### config.mk
export PLATFORM = sky130hd
export DESIGN_NAME = wtu_watchdog
export DESIGN_NICKNAME = d
export VERILOG_FILES = /design/src/verilog/wtu_edge_sync.v /design/src/verilog/wtu_watchdog.v
export VERILOG_INCLUDE_DIRS = /design/src /design/src/verilog
export SDC_FILE = /design/constraint.sdc
export NUM_CORES = 1
export LEC_CHECK = 0
export BUFFER_PORTS_ARGS = -buffer_cell sky130_fd_sc_hd__buf_4
export CAP_MARGIN = 25
export CORE_UTILIZATION = 45
export DETAILED_ROUTE_END_ITERATION = 10
export PLACE_DENSITY_LB_ADDON = 0.08
export SYNTH_ARGS = -nofsm -noshare
export SYNTH_HDL_FRONTEND = slang
export SYNTH_SLANG_ARGS = --single-unit
### constraint.sdc
create_clock -name clk -period 2.2 [get_ports clk]
set_input_delay 0.33 -clock clk [delete_from_list [all_inputs] [get_ports clk]]
set_output_delay 0.33 -clock clk [all_outputs]
set_load 0.01 [all_outputs]
### src/verilog/wtu_defs.vh
`ifndef WTU_DEFS_VH
`define WTU_DEFS_VH

// ----------------------------------------
// Register offsets (byte addresses)
// ----------------------------------------
`define WTU_OFS_CONFIG 8'h00
`define WTU_OFS_COUNT_CLOCK_SELECT 8'h04
`define WTU_OFS_TC 8'h08
`define WTU_OFS_FEED 8'h0C

// ----------------------------------------
// Field positions
// ----------------------------------------
`define WTU_BIT_EN 0
`define WTU_BIT_IE 1
`define WTU_BIT_FLAG 2
`define WTU_COUNT_CLOCK_SELECT_W 2
`define WTU_TC_W 8
`define WTU_FEED_W 16

// ----------------------------------------
// Reset values and codes
// ----------------------------------------
`define WTU_TC_RESET 8'hFF
`define WTU_COUNT_CLOCK_SELECT_RESET 2'h0
`define WTU_FEED_KEY 16'h55AA
`define WTU_SRC_HS_OSC 2'h0
`define WTU_SRC_BUS_CLK 2'h1
`define WTU_SRC_LS_OSC 2'h2
`define WTU_SRC_LS_XTAL 2'h3

// ----------------------------------------
// Counting constants
// ----------------------------------------
`define WTU_PRESC_DIV 128
`define WTU_PRESC_W 7
`define WTU_PRESC_LAST 7'h7F
`define WTU_CNT_W 9
`define WTU_CNT_MIN 9'h001

`endif

### src/verilog/wtu_edge_sync.v
`timescale 1ns/10ps

// Two-flop synchroniser plus rising edge pulse
module wtu_edge_sync
(
    // Clock and reset
    input wire clk,
    input wire rst_n,
    // Asynchronous level
    input wire async_in,
    // One-cycle pulse on each rising edge
    output wire rise
);

reg meta_q;
reg sync_q;
reg last_q;

always @(posedge clk or negedge rst_n)
begin
    if (!rst_n)
    begin
        meta_q <= 1'b0;
        sync_q <= 1'b0;
        last_q <= 1'b0;
    end
    else
    begin
        meta_q <= async_in;
        sync_q <= meta_q;
        last_q <= sync_q;
    end
end

assign rise = sync_q & ~last_q;

endmodule // wtu_edge_sync

### src/verilog/wtu_watchdog.v
//
// Contract
// [RULE1] Divide count clock by 128, decrement counter
// [RULE2] Countdown minimum one, interval 128 to 32768
// [RULE3] Enable loads constant; clearing enable stops
// [RULE4] Reset mode underflow resets the processor
// [RULE5] Feed key 0x55AA reloads the counter
// [RULE6] Feed register always reads zero
// [RULE7] Software configures in order, feeds periodically
// [RULE8] Bus clock for registers, separate count clock
// [RULE9] Two-bit source select, resets to 00
// [RULE10] Interrupt only when flag and mode set
// [RULE11] Interrupt mode underflow sets bit 2
// [RULE12] Software feeds before clearing the flag
// [RULE13] Mode 0 resets and clears flag; 1 interrupts
// [RULE14] Constant resets 0xFF, effective value plus one
// [RULE15] Timeout whenever enabled and clock running
// [RULE16] Gated bus clock makes registers unreachable
// [RULE17] Cross-domain events are synchronised
//
`timescale 1ns/10ps
`include "wtu_defs.vh"

module wtu_watchdog
#(
    parameter ADDR_W = 8,
    parameter PRESC_W = `WTU_PRESC_W,
    parameter CNT_W = `WTU_CNT_W
)
(
    // Clock and reset
    input wire clk,
    input wire nrst,
    // AHB-Lite slave
    input wire hsel,
    input wire [ADDR_W-1:0] haddr,
    input wire [1:0] htrans,
    input wire hwrite,
    input wire [31:0] hwdata,
    input wire hready,
    output reg [31:0] hrdata,
    output reg hreadyout,
    output reg hresp,
    // Register clock gate from system control
    input wire reg_clk_enable,
    // Count clock sources
    input wire internal_high_speed_osc,
    input wire internal_low_speed_osc,
    input wire external_low_speed_crystal,
    // Watchdog outputs
    output reg wd_irq,
    output reg wd_reset_req
);

// ----------------------------------------
// Reset release
// ----------------------------------------
reg rst_meta_q;
reg rst_n_q;

always @(posedge clk or negedge nrst)
begin
    if (!nrst)
    begin
        rst_meta_q <= 1'b0;
        rst_n_q <= 1'b0;
    end
    else
    begin
        rst_meta_q <= 1'b1;
        rst_n_q <= rst_meta_q;
    end
end

// ----------------------------------------
// Count clock sources
// ----------------------------------------
// Oscillators are sampled, so each must run below half of clk
wire hs_rise;
wire ls_rise;
wire xtal_rise;

wtu_edge_sync u_sync_hs
(
    .clk(clk),
    .rst_n(rst_n_q),
    .async_in(internal_high_speed_osc),
    .rise(hs_rise)
); // RULE17

wtu_edge_sync u_sync_ls
(
    .clk(clk),
    .rst_n(rst_n_q),
    .async_in(internal_low_speed_osc),
    .rise(ls_rise)
); // RULE17

wtu_edge_sync u_sync_xtal
(
    .clk(clk),
    .rst_n(rst_n_q),
    .async_in(external_low_speed_crystal),
    .rise(xtal_rise)
); // RULE17

// ----------------------------------------
// Register state
// ----------------------------------------
reg wd_enable_bit_q;
reg wd_interrupt_mode_bit_q;
reg wd_timeout_flag_q;
reg [`WTU_COUNT_CLOCK_SELECT_W-1:0] count_clock_select_q;
reg [`WTU_TC_W-1:0] timer_constant_q;

// ----------------------------------------
// Bus address phase
// ----------------------------------------
wire acc;
reg wr_q;
reg rd_q;
reg [ADDR_W-1:0] addr_q;

// Accesses are dropped while the register clock is gated
assign acc = hsel & hready & htrans[1] & reg_clk_enable; // RULE16

always @(posedge clk or negedge rst_n_q)
begin
    if (!rst_n_q)
    begin
        wr_q <= 1'b0;
        rd_q <= 1'b0;
        addr_q <= {ADDR_W{1'b0}};
    end
    else
    begin
        wr_q <= acc & hwrite;
        rd_q <= acc & ~hwrite;
        if (acc)
        begin
            addr_q <= haddr;
        end
    end
end

// ----------------------------------------
// Write decode (data phase)
// ----------------------------------------
wire wr_cfg;
wire wr_sel;
wire wr_tc;
wire feed_hit;
wire flag_clr;

assign wr_cfg = wr_q & (addr_q == `WTU_OFS_CONFIG);
assign wr_sel = wr_q & (addr_q == `WTU_OFS_COUNT_CLOCK_SELECT);
assign wr_tc = wr_q & (addr_q == `WTU_OFS_TC);
assign feed_hit = wr_q & (addr_q == `WTU_OFS_FEED)
    & (hwdata[`WTU_FEED_W-1:0] == `WTU_FEED_KEY); // RULE5
assign flag_clr = wr_cfg & ~hwdata[`WTU_BIT_FLAG]; // RULE11

always @(posedge clk or negedge rst_n_q)
begin
    if (!rst_n_q)
    begin
        wd_enable_bit_q <= 1'b0;
        wd_interrupt_mode_bit_q <= 1'b0;
        count_clock_select_q <= `WTU_COUNT_CLOCK_SELECT_RESET; // RULE9
        timer_constant_q <= `WTU_TC_RESET; // RULE14
    end
    else
    begin
        if (wr_cfg)
        begin
            wd_enable_bit_q <= hwdata[`WTU_BIT_EN]; // RULE3
            wd_interrupt_mode_bit_q <= hwdata[`WTU_BIT_IE];
        end
        if (wr_sel)
        begin
            count_clock_select_q <= hwdata[`WTU_COUNT_CLOCK_SELECT_W-1:0];
        end
        if (wr_tc)
        begin
            timer_constant_q <= hwdata[`WTU_TC_W-1:0];
        end
    end
end

// ----------------------------------------
// Read path
// ----------------------------------------
// One wait state so a write just before a read is visible
reg [31:0] rdata_d;

always @*
begin
    rdata_d = 32'h0000_0000;
    case (addr_q)
        `WTU_OFS_CONFIG:
        begin
            rdata_d[`WTU_BIT_EN] = wd_enable_bit_q;
            rdata_d[`WTU_BIT_IE] = wd_interrupt_mode_bit_q;
            rdata_d[`WTU_BIT_FLAG] = wd_timeout_flag_q;
        end
        `WTU_OFS_COUNT_CLOCK_SELECT:
        begin
            rdata_d[`WTU_COUNT_CLOCK_SELECT_W-1:0] = count_clock_select_q;
        end
        `WTU_OFS_TC:
        begin
            rdata_d[`WTU_TC_W-1:0] = timer_constant_q;
        end
        `WTU_OFS_FEED:
        begin
            rdata_d = 32'h0000_0000; // RULE6
        end
        default:
        begin
            rdata_d = 32'h0000_0000;
        end
    endcase
end

always @(posedge clk or negedge rst_n_q)
begin
    if (!rst_n_q)
    begin
        hrdata <= 32'h0000_0000;
        hreadyout <= 1'b1;
        hresp <= 1'b0;
    end
    else
    begin
        hresp <= 1'b0;
        if (acc & ~hwrite)
        begin
            hreadyout <= 1'b0;
        end
        else if (rd_q)
        begin
            hrdata <= rdata_d;
            hreadyout <= 1'b1;
        end
    end
end

// ----------------------------------------
// Count clock selection
// ----------------------------------------
reg tick;

// Counting sees only ticks of the chosen source
always @*
begin
    case (count_clock_select_q) // RULE9 RULE8
        `WTU_SRC_HS_OSC: tick = hs_rise;
        `WTU_SRC_BUS_CLK: tick = 1'b1;
        `WTU_SRC_LS_OSC: tick = ls_rise;
        `WTU_SRC_LS_XTAL: tick = xtal_rise;
        default: tick = 1'b0;
    endcase
end

// ----------------------------------------
// Prescaler and down counter
// ----------------------------------------
localparam [PRESC_W-1:0] PRESC_LAST = `WTU_PRESC_LAST;

reg en_last_q;
reg [PRESC_W-1:0] presc_q;
reg [CNT_W-1:0] cnt_q;
wire start;
wire load;
wire presc_wrap;
wire underflow;
wire [CNT_W-1:0] reload;

assign start = wd_enable_bit_q & ~en_last_q; // RULE3
assign load = start | (feed_hit & wd_enable_bit_q); // RULE5
assign reload = {1'b0, timer_constant_q} + `WTU_CNT_MIN; // RULE14
assign presc_wrap = tick & (presc_q == PRESC_LAST); // RULE1
assign underflow = wd_enable_bit_q & ~load & presc_wrap
    & (cnt_q == `WTU_CNT_MIN); // RULE2 RULE15

always @(posedge clk or negedge rst_n_q)
begin
    if (!rst_n_q)
    begin
        en_last_q <= 1'b0;
        presc_q <= {PRESC_W{1'b0}};
        cnt_q <= {CNT_W{1'b0}};
    end
    else
    begin
        en_last_q <= wd_enable_bit_q;
        if (!wd_enable_bit_q)
        begin
            // Disabled: prescaler cleared, counter frozen
            presc_q <= {PRESC_W{1'b0}}; // RULE3
        end
        else if (load)
        begin
            presc_q <= {PRESC_W{1'b0}};
            cnt_q <= reload;
        end
        else if (tick)
        begin
            presc_q <= presc_q + 1'b1; // RULE1
            if (presc_wrap)
            begin
                if (underflow)
                begin
                    cnt_q <= reload;
                end
                else
                begin
                    cnt_q <= cnt_q - 1'b1; // RULE1
                end
            end
        end
    end
end

// ----------------------------------------
// Timeout flag and outputs
// ----------------------------------------
// Hardware set wins over a software clear in the same cycle
always @(posedge clk or negedge rst_n_q)
begin
    if (!rst_n_q)
    begin
        wd_timeout_flag_q <= 1'b0;
        wd_irq <= 1'b0;
        wd_reset_req <= 1'b0;
    end
    else
    begin
        if (underflow & wd_interrupt_mode_bit_q)
        begin
            wd_timeout_flag_q <= 1'b1; // RULE11 RULE13
        end
        else if (underflow)
        begin
            wd_timeout_flag_q <= 1'b0; // RULE13
        end
        else if (flag_clr)
        begin
            wd_timeout_flag_q <= 1'b0; // RULE11
        end
        wd_irq <= wd_timeout_flag_q & wd_interrupt_mode_bit_q; // RULE10
        // Pulse drives the processor reset like the external pin
        wd_reset_req <= underflow & ~wd_interrupt_mode_bit_q; // RULE4 RULE13
    end
end

endmodule // wtu_watchdog
==> qor.txt, run 1 <==
TritonRoute pass-1 iters: 6
PortBufs: 44
Final Hold Viols: 0
Fin nets: 396
Initial core utilization: 47.6%
Max-Cap Viols: 0
Top_reg_cell synth: dfrtp_1
Period utilization: 91.2%
Crit start category: flop
Multi-input combinational cell area: 1350 um^2
Hold WC Path Type: primary input to flop
Fmax: 498 MHz
Fin Setup TNS: 0 ns
Area leader, netlist: dfrtp_1
Detailed Place HPWL: 4270 um
CTS Sinks: 62
Netlist cell types: 46
Worst setup EP type: flop
CP max stage delay: 0.40 ns
Syn Inst Count: 275
Crit Path Category: flop to flop
# fillers: 586
GRT Resource Usage Total: 18.6%
Worst path cell trace: nor4_2 -> nand2_2 -> o31a_4 -> o31ai_2 -> buf_4 -> o21ai_0 -> a22o_1
Core Footprint: 6460 um^2
Power Density: 840 nW/um^2
WL final: 5800 um
Maximum VDD drop: 521 uV
First-pass GRT wire length: 10100 um
Slew Limit Fails: 0
Residual DRC count: 0
Setup Skew: 0.00657 ns
Number of enable flip-flop cells after synthesis: 0
Most frequent cell after synthesis: dfrtp_1
FF+latch area: 1560 um^2
Final Setup Violations: 0
Clk root buf: clkbuf_8
Commonest cells in the netlist: 53 x dfrtp_1, 26 x buf_4, 24 x nor2_1
Gpl congestion: 0.774
Max FO, Critical Path: 12
H-tree depth: 3
HP Start: internal_low_speed_osc
Post-synth ARST share: 100%
Synthesized cell area: 3070 um^2
Reg2Reg Launch Point: addr_q[5]
Die height: 84.6 um
Area share of the largest cell type after synthesis: 43.2%
Ports: 87
CTS max path bufs: 2
Worst setup path startpoint: addr_q[5]
Die X: 84.6 um
Synth top area cells: dfrtp_1 43%, dfstp_2 7.7%, mux2_2 7.7%
DR iter-0 viols: 66
Post-DR vias/cell: 5.00
Clock Latency Late Sink: 0.34 ns
CP arrival: 2.24 ns
CP delay by family, top: compound AO/OA/AOI/OAI gates
Layout area overhead: 22.5%
ANT nets after route: 0
Clock transition at the registers of the reported paths: 0.08 ns
Worst Path Buf+Inv: 1
Vias in the first global route: 2186
Core Rows: 29
Antenna cells: 0
Util after Layout: 58.3%
Total CTS buffers: 9
Die area: 7160 um^2
Pin count of the biggest net entering global routing: 44
Wire per inst: 13.7 um
Seq/Total Area, Yosys: 50.9%
Slowest cell on the critical path: o31a_4
Post-layout min period: 2.01 ns
Share of post-route cells with drive strength above 1: 34.4%
Status: completed
Overflow after GRT: 0
Leak: 1.76 nW
Number of antenna violations at the first check in global routing: 0
Seq cells post-synth: 62
Worst EP required: 2.44 ns
Yosys Warn Count: 0
TritonCTS clock tree: built
Avg Inst Size Synth: 11.2 um^2
RSZ-0062 raised after global routing: false
Via Count: 2115
[cell type report]
type | count | area share, %
Clock buffer | 9 | 3.29
Clock inverter | 7 | 2.59
Inverter | 8 | 0.798
Multi-Input combinational cell | 196 | 35.7
Sequential cell | 62 | 41.5
Tap cell | 77 | 2.56
Timing Repair Buffer | 64 | 13.5
[report_power, final]
part	switching [W]	internal [W]
clock network	0.000474	0.000641
registers	0.000127	0.00129
logic	0.000306	0.000326
[cells in the final DEF (no fill, tap or decap), types with 4 or more instances in the layout]
cell and count:
nand4_1 5, conb_1 26, nor4bb_1 4, xor2_1 7, a21oi_1 4, dfrtp_1 52
buf_4 61, a22o_1 11, nand2b_1 4, ha_1 4, inv_1 8, nor3_1 7
dfstp_2 9, nor2_1 24, o21ai_1 6, mux2i_1 9, nand2_1 13, nand3_1 9
clkbuf_8 9, xnor2_1 5, mux2_2 21, o21ai_0 5
[worst register-to-register path: stages (launching register included)]
cell and delay (ns):
dfrtp_1 0.39, nor4_2 0.29, nand2_2 0.12, o31a_4 0.40, o31ai_2 0.09, buf_4 0.26
o21ai_0 0.11, a22o_1 0.23
[state kept, by name, indices dropped and copies added, names as in the netlist, 2 cells and up]
name                  cells
hrdata                    8
timer_constant_q          8
cnt_q                     9
presc_q                   7
count_clock_select_q      2
addr_q                    8
[timing repair]
| item | in CTS | in global routing |
|---|---|---|
| endpoints found under the setup margin | 0 | 3 |
| hold buffers | 1 | 0 |
| hold endpoints to repair | 2 | 0 |
| gates resized for setup | 0 | 2 |
| buffers inserted | 0 | 1 |
[metrics by stage]
| step | setup WS (ns) | power [W] | hold slack (ns) | std cells | area, um^2 |
|---|---|---|---|---|---|
| 2_1_floorplan | 0.267 | 0.00183 | 0.0344 | 299 | 3160 |
| 3_3_place_gp | 0.0698 | 0.00204 | 0.114 | 405 | 3510 |
| 3_5_place_dp | 0.0283 | 0.00205 | 0.115 | 405 | 3510 |
| 4_1_cts | 0.115 | 0.00318 | 0.0734 | 422 | 3740 |
| 5_1_grt | 0.0300 | 0.00334 | 0.0535 | 423 | 3760 |
| 6_report | 0.194 | 0.00316 | 0.0862 | 423 | 3760 |
[final timing paths]
path | slack, ns | end | depth (start not counted)
worst min-delay path | 0.09 | u_sync_ls.meta_q | 1
worst min register to register | 0.21 | cnt_q[0] | 0
worst max-delay path | 0.19 | cnt_q[5] | 7
min in group asynchronous | 0.21 | cnt_q[0] | 0
max in group asynchronous | 1.36 | timer_constant_q[0] | 1
worst max register to register | 0.19 | cnt_q[5] | 7
[cell families (layout without fill, tap and decap cells)]
group	count (synthesis)	in the layout	synth area share (%)
other	2	26	0.244
adders and majority gates	4	4	1.63
and+or+nand+nor	86	86	14.9
buffers and inverters	41	88	8.47
DFF	62	62	50.9
muxes	32	32	11.4
AOI/OAI and AO/OA	36	36	9.16
xor gates and xnor gates	12	12	3.42
[metal layers]
layer  share of wire (%)  up-vias  track usage (%)
li1                    -     1052                -
met1                  46     1015             23.1
met2                  48       39             30.2
met3                 3.9        9             6.98
met4                 1.4        0             5.55
met5                   0        -                0
No activity file was read; power rests on OpenSTA's default activity.
==> run 2: changes to the inputs <==
--- a/config.mk
+++ b/config.mk
@@ -6,9 +6,10 @@
 export SDC_FILE = /design/constraint.sdc
 export NUM_CORES = 1
 export LEC_CHECK = 0
+export ABC_CLOCK_PERIOD_IN_PS = 2200
 export BUFFER_PORTS_ARGS = -buffer_cell sky130_fd_sc_hd__buf_4
 export CAP_MARGIN = 25
-export CORE_UTILIZATION = 45
+export CORE_UTILIZATION = 49
 export DETAILED_ROUTE_END_ITERATION = 10
 export PLACE_DENSITY_LB_ADDON = 0.08
 export SYNTH_ARGS = -nofsm -noshare
==> qor.txt, run 2 (synthesis results as in run 1) <==
Status: completed
Biggest register: cnt_q
Reg2Reg Launch Point: cnt_q[4]
Worst Path Buf+Inv: 1 (unchanged)
Post-layout min period: 2.06 ns (+0.0581 ns)
CTS Sinks: 62 (unchanged)
Last element of the critical path: cnt_q[5]
CP max stage delay: 0.41 ns (about the same)
Clock transition at the registers of the reported paths: 0.07 ns (about the same)
HP Start: internal_low_speed_osc
Worst setup EP type: flop
Post-DR vias/cell: 5.10 (+2.1%)
Number of antenna violations at the first check in global routing: 0 (unchanged)
Worst Reg-to-Reg Cells: 6 (-1)
Slowest cell on the critical path: dfrtp_1
Max-Cap Viols: 0 (unchanged)
Max FFs per register: 9 (unchanged)
Clk root buf: clkbuf_8
Die area: 6590 um^2 (-8.0%)
WP depth: 6 (-1)
Core Rows: 28 (-3.4%)
Overflow after GRT: 0 (unchanged)
Die height: 81.2 um (-4.1%)
Placement Cell Area: 3490 um^2 (-0.50%)
Clock Latency Late Sink: 0.33 ns (about the same)
Layout area overhead: 20.0%
Fin Setup TNS: 0 ns (unchanged)
Worst path cell trace: nor3_1 -> nand4_1 -> o31ai_2 -> buf_4 -> o21ai_0 -> a22o_1
Cts repair resizes: 0 (unchanged)
Gpl congestion: 0.801 (+3.4%)
Crit Path Category: flop to flop
H-tree depth: 3 (unchanged)
Worst EP required: 2.43 ns (about the same)
Detailed Place HPWL: 4240 um (-0.69%)
Core Footprint: 5990 um^2 (-7.2%)
Ports: 87 (unchanged)
Leak: 1.73 nW (-1.7%)
Slew Limit Fails: 0 (unchanged)
Vias in the first global route: 2056 (-5.9%)
Non-Filler Instances: 418 (-1.2%)
Maximum VDD drop: 466 uV (-11%)
TritonCTS clock tree: built
Die X: 81.2 um (-4.1%)
Min Hold Slack: 0.102 ns (+0.0154 ns)
RSZ-0062 raised after global routing: false
GRT Resource Usage Total: 19.6% (+1.0 points)
Fmax: 484 MHz (-2.8%)
Reg2Reg Capture Point: cnt_q[5]
R2R setup slack: 0.14 ns (-0.06 ns)
Total CTS buffers: 9 (unchanged)
Inst Count DP: 401 (-0.99%)
Power Density: 801 nW/um^2 (-4.6%)
First-pass GRT wire length: 9400 um (-7.1%)
Crit start category: flop
Wire per inst: 13.9 um (+1.1%)
Residual DRC count: 0 (unchanged)
DR iter-0 viols: 80 (+21%)
PortBufs: 44 (unchanged)
Via Count: 2133 (+0.85%)
CP delay by family, top: compound AO/OA/AOI/OAI gates
Final Hold Viols: 0 (unchanged)
Share of post-route cells with drive strength above 1: 33.2% (-1.2 points)
TritonRoute pass-1 iters: 4 (-2)
Fin nets: 393 (-0.76%)
Max FO, Critical Path: 12 (unchanged)
Initial core utilization: 51.3% (+3.7 points)
Period utilization: 93.8% (+2.6 points)
Setup Skew: 0.00524 ns (-0.00132 ns)
Final Setup Violations: 0 (unchanged)
CP arrival: 2.29 ns (+0.05 ns)
CTS max path bufs: 2 (unchanged)
WL final: 5800 um (about the same)
ANT nets after route: 0 (unchanged)
Commonest non-fill, non-tap cell in the layout: buf_4
Hold WC Path Type: primary input to flop
Fin area: 3690 um^2 (-2.1%)
Commonest non-fill, non-tap cells in the layout: 59 x buf_4, 52 x dfrtp_1, 26 x conb_1
Worst setup path startpoint: cnt_q[4]
Pin count of the biggest net entering global routing: 47 (+6.8%)
Antenna cells: 0 (unchanged)
run 2: how the worst min path moves through the flow:
stage                            end  slack (ns)  depth (start not counted)
floorplan                 rst_meta_q        0.03                          0
global placement          rst_meta_q        0.11                          1
detailed placement        rst_meta_q        0.11                          1
CTS                 u_sync_ls.meta_q        0.09                          1
global route        u_sync_ls.meta_q        0.09                          1
finish              u_sync_ls.meta_q        0.10                          1
run 2: layout make-up:
class,count,area (um^2)
well taps,75,93.8
flip-flops and latches,62,1560
clock inverters,3,17.5
fillers,520,2300
clock buffers,13,169
multi-input cells,196,1340
repair buffers,61,473
inverters,8,30.0
run 2: power breakdown:
group / internal, W / switching (W)
clock: 0.000498 / 0.000432
combinational: 0.000305 / 0.000298
sequential: 0.00129 / 0.000131
total: 0.00209 / 0.000861
run 2: through the flow:
step                power [W]  setup WS, ns  util, %
finish                0.00295         0.135     61.5
global route          0.00312        0.0260     61.5
CTS                   0.00297         0.145     61.5
detailed placement    0.00204        0.0955     58.3
global placement      0.00202         0.107     58.3
floorplan             0.00183         0.267        -
run 2: per-layer routing:
layer	global-route usage (%)	part of all wire (%)	vias to the layer above
met5	0	0	-
met4	9.64	1.6	0
met3	4.16	3.7	10
met2	31.4	49	49
met1	25.0	46	1033
li1	-	-	1041
run 2: worst reg2reg max path: stages (launching register included):
cell	delay (ns)
dfrtp_1	0.41
nor3_1	0.32
nand4_1	0.23
o31ai_2	0.37
buf_4	0.26
o21ai_0	0.11
a22o_1	0.25
run 2: what timing repair did:
action                                 in CTS  in global routing
endpoints found under the hold margin       2                  0
buffers inserted                            0                  0
hold buffers                                1                  0
==> run 3: changes to the inputs <==
--- a/config.mk
+++ b/config.mk
@@ -9,9 +9,12 @@
 export ABC_CLOCK_PERIOD_IN_PS = 2200
 export BUFFER_PORTS_ARGS = -buffer_cell sky130_fd_sc_hd__buf_4
 export CAP_MARGIN = 25
+export CORE_ASPECT_RATIO = 0.75
 export CORE_UTILIZATION = 49
 export DETAILED_ROUTE_END_ITERATION = 10
 export PLACE_DENSITY_LB_ADDON = 0.08
+export RECOVER_POWER = 25
+export REMOVE_ABC_BUFFERS = 1
 export SYNTH_ARGS = -nofsm -noshare
 export SYNTH_HDL_FRONTEND = slang
 export SYNTH_SLANG_ARGS = --single-unit
==> qor.txt, run 3 (synthesis results as in run 1) <==
Cts-stage hold buffer count: 1 (unchanged)
Biggest register: cnt_q
Crit Path Category: flop to flop
Setup Skew: 0.00586 ns (+0.000616 ns)
Residual DRC count: 0 (unchanged)
Inst Count DP: 406 (+1.2%)
Non-Filler Instances: 423 (+1.2%)
CTS Sinks: 62 (unchanged)
Cts repair resizes: 0 (unchanged)
Crit start category: flop
RSZ-0062 raised after global routing: false
Detailed Place HPWL: 4390 um (+3.5%)
Vias in the first global route: 2094 (+1.8%)
Post-CTS Setup Bufs: 0 (unchanged)
Final Hold Viols: 0 (unchanged)
Max FO, Critical Path: 14 (+2)
GRT Resource Usage Total: 20.6% (+1.1 points)
Antenna cells: 0 (unchanged)
Period utilization: 94.7% (+0.86 points)
Slew Limit Fails: 0 (unchanged)
Ports: 87 (unchanged)
Overflow after GRT: 0 (unchanged)
Pin count of the biggest net entering global routing: 57 (+21%)
DP Worst Slack: 0.0627 ns (-0.0328 ns)
CTS max path bufs: 2 (unchanged)
Fmax: 480 MHz (-0.91%)
Fin nets: 395 (+0.51%)
Maximum VDD drop: 557 uV (+20%)
ANT nets after route: 0 (unchanged)
Worst setup EP type: flop
Layout area overhead: 19.5%
Initial core utilization: 51.9% (+0.65 points)
CP max stage delay: 0.40 ns (about the same)
Gpl congestion: 0.798 (-0.35%)
Worst-Margin Slew: 1.37 ns
Share of post-route cells with drive strength above 1: 32.8% (-0.48 points)
Util after Layout: 62.1% (+0.55 points)
TritonRoute pass-1 iters: 4 (unchanged)
Final Setup Violations: 0 (unchanged)
Slew margin rel.: 8.93%
Post-layout min period: 2.08 ns (+0.0190 ns)
TritonCTS clock tree: built
Worst Path Buf+Inv: 0 (-1)
Via Count: 2120 (-0.61%)
H-tree depth: 3 (unchanged)
Slowest cell on the critical path: o31a_4
Clock transition at the registers of the reported paths: 0.07 ns (about the same)
Worst path cell trace: nor4_2 -> nand2_2 -> o31a_4 -> a21boi_4 -> o21ai_0 -> a22o_1
Die X: 93.4 um (+15%)
DR iter-0 viols: 84 (+5.0%)
First-pass GRT wire length: 10000 um (+6.8%)
Total CTS buffers: 9 (unchanged)
Leak: 1.72 nW (-0.95%)
Post-DR vias/cell: 5.01 (-1.8%)
Power Density: 792 nW/um^2 (-1.0%)
Wire per inst: 14.1 um (+1.5%)
Hold WC Path Type: flop to asynchronous set/reset pin
PortBufs: 44 (unchanged)
Commonest non-fill, non-tap cell in the layout: buf_4
Status: completed
Die area: 6600 um^2 (about the same)
Worst EP required: 2.44 ns (about the same)
Die height: 70.6 um (-13%)
Core Footprint: 5920 um^2 (-1.3%)
Worst setup margin: 0.116 ns (-0.0190 ns)
Max-Cap Viols: 0 (unchanged)
# fillers: 492 (-5.4%)
Commonest non-fill, non-tap cells in the layout: 55 x buf_4, 53 x dfrtp_1, 26 x conb_1
WL final: 5950 um (+2.7%)
Core Rows: 24 (-14%)
Clk root buf: clkbuf_8
CP arrival: 2.32 ns (+0.03 ns)
Max FFs per register: 9 (unchanged)
CP delay by family, top: compound AO/OA/AOI/OAI gates
Clock Latency Late Sink: 0.35 ns (+0.02 ns)
Number of antenna violations at the first check in global routing: 0 (unchanged)
run 3: cell types whose count changed in the layout (fill, tap and decap cells not counted), sizes merged:
cell	before	now
clkbuf	13	18
clkinvlp	1	3
buf	60	55
run 3: per-stage QoR:
stage | hold WS, ns | power (W) | cell area [um^2] | TNS, ns
5_1_grt | 0.0792 | 0.00310 | 3670 | 0
3_5_place_dp | 0.0793 | 0.00205 | 3510 | 0
4_1_cts | 0.0677 | 0.00295 | 3700 | 0
6_report | 0.0668 | 0.00291 | 3670 | 0
3_3_place_gp | 0.0781 | 0.00204 | 3510 | 0
2_1_floorplan | 0.0344 | 0.00179 | 2930 | -0.123
run 3: report_power, final:
part | total (W) | switching, W | internal, W | leakage [nW]
clock | 0.000885 | 0.000446 | 0.000438 | 0.0815
sequential | 0.00141 | 0.000121 | 0.00129 | 0.773
combinational | 0.000618 | 0.000307 | 0.000312 | 0.863
total | 0.00291 | 0.000874 | 0.00204 | 1.72
run 3: worst paths after layout:
check | slack, ns | start | depth (start not counted) | to
min in group clk | 0.11 | internal_low_speed_osc | 1 | u_sync_ls.meta_q
hold reg to reg | 0.07 | rst_n_q | 0 | addr_q[5]
max in group asynchronous | 0.59 | rst_n_q | 1 | cnt_q[2]
setup / recovery | 0.12 | addr_q[5] | 6 | cnt_q[5]
hold / removal | 0.07 | rst_n_q | 0 | addr_q[5]
setup reg to reg | 0.12 | addr_q[5] | 6 | cnt_q[5]
run 3: cell type report:
class / instances / area, um^2 / share of cell area (%)
inverters: 8 / 30.0 / 0.817
repair buffers: 63 / 465 / 12.7
clock inverters: 5 / 36.3 / 0.988
multi-input cells: 196 / 1340 / 36.5
well taps: 78 / 97.6 / 2.66
flip-flops and latches: 62 / 1560 / 42.5
clock buffers: 11 / 141 / 3.85
run 3: per-layer routing:
layer | up-vias | global-route usage (%) | part of all wire [%]
met4 | 0 | 8.72 | 1.7
met1 | 1009 | 28.0 | 48
li1 | 1056 | - | -
met2 | 45 | 30.6 | 46
met3 | 10 | 6.88 | 4.2
met5 | - | 0 | 0
run 3: worst register-to-register path, stage by stage, from the launching register on:
cell and delay, ns:
dfrtp_1 0.38, nor4_2 0.31, nand2_2 0.12, o31a_4 0.40, a21boi_4 0.35, o21ai_0 0.17
a22o_1 0.25
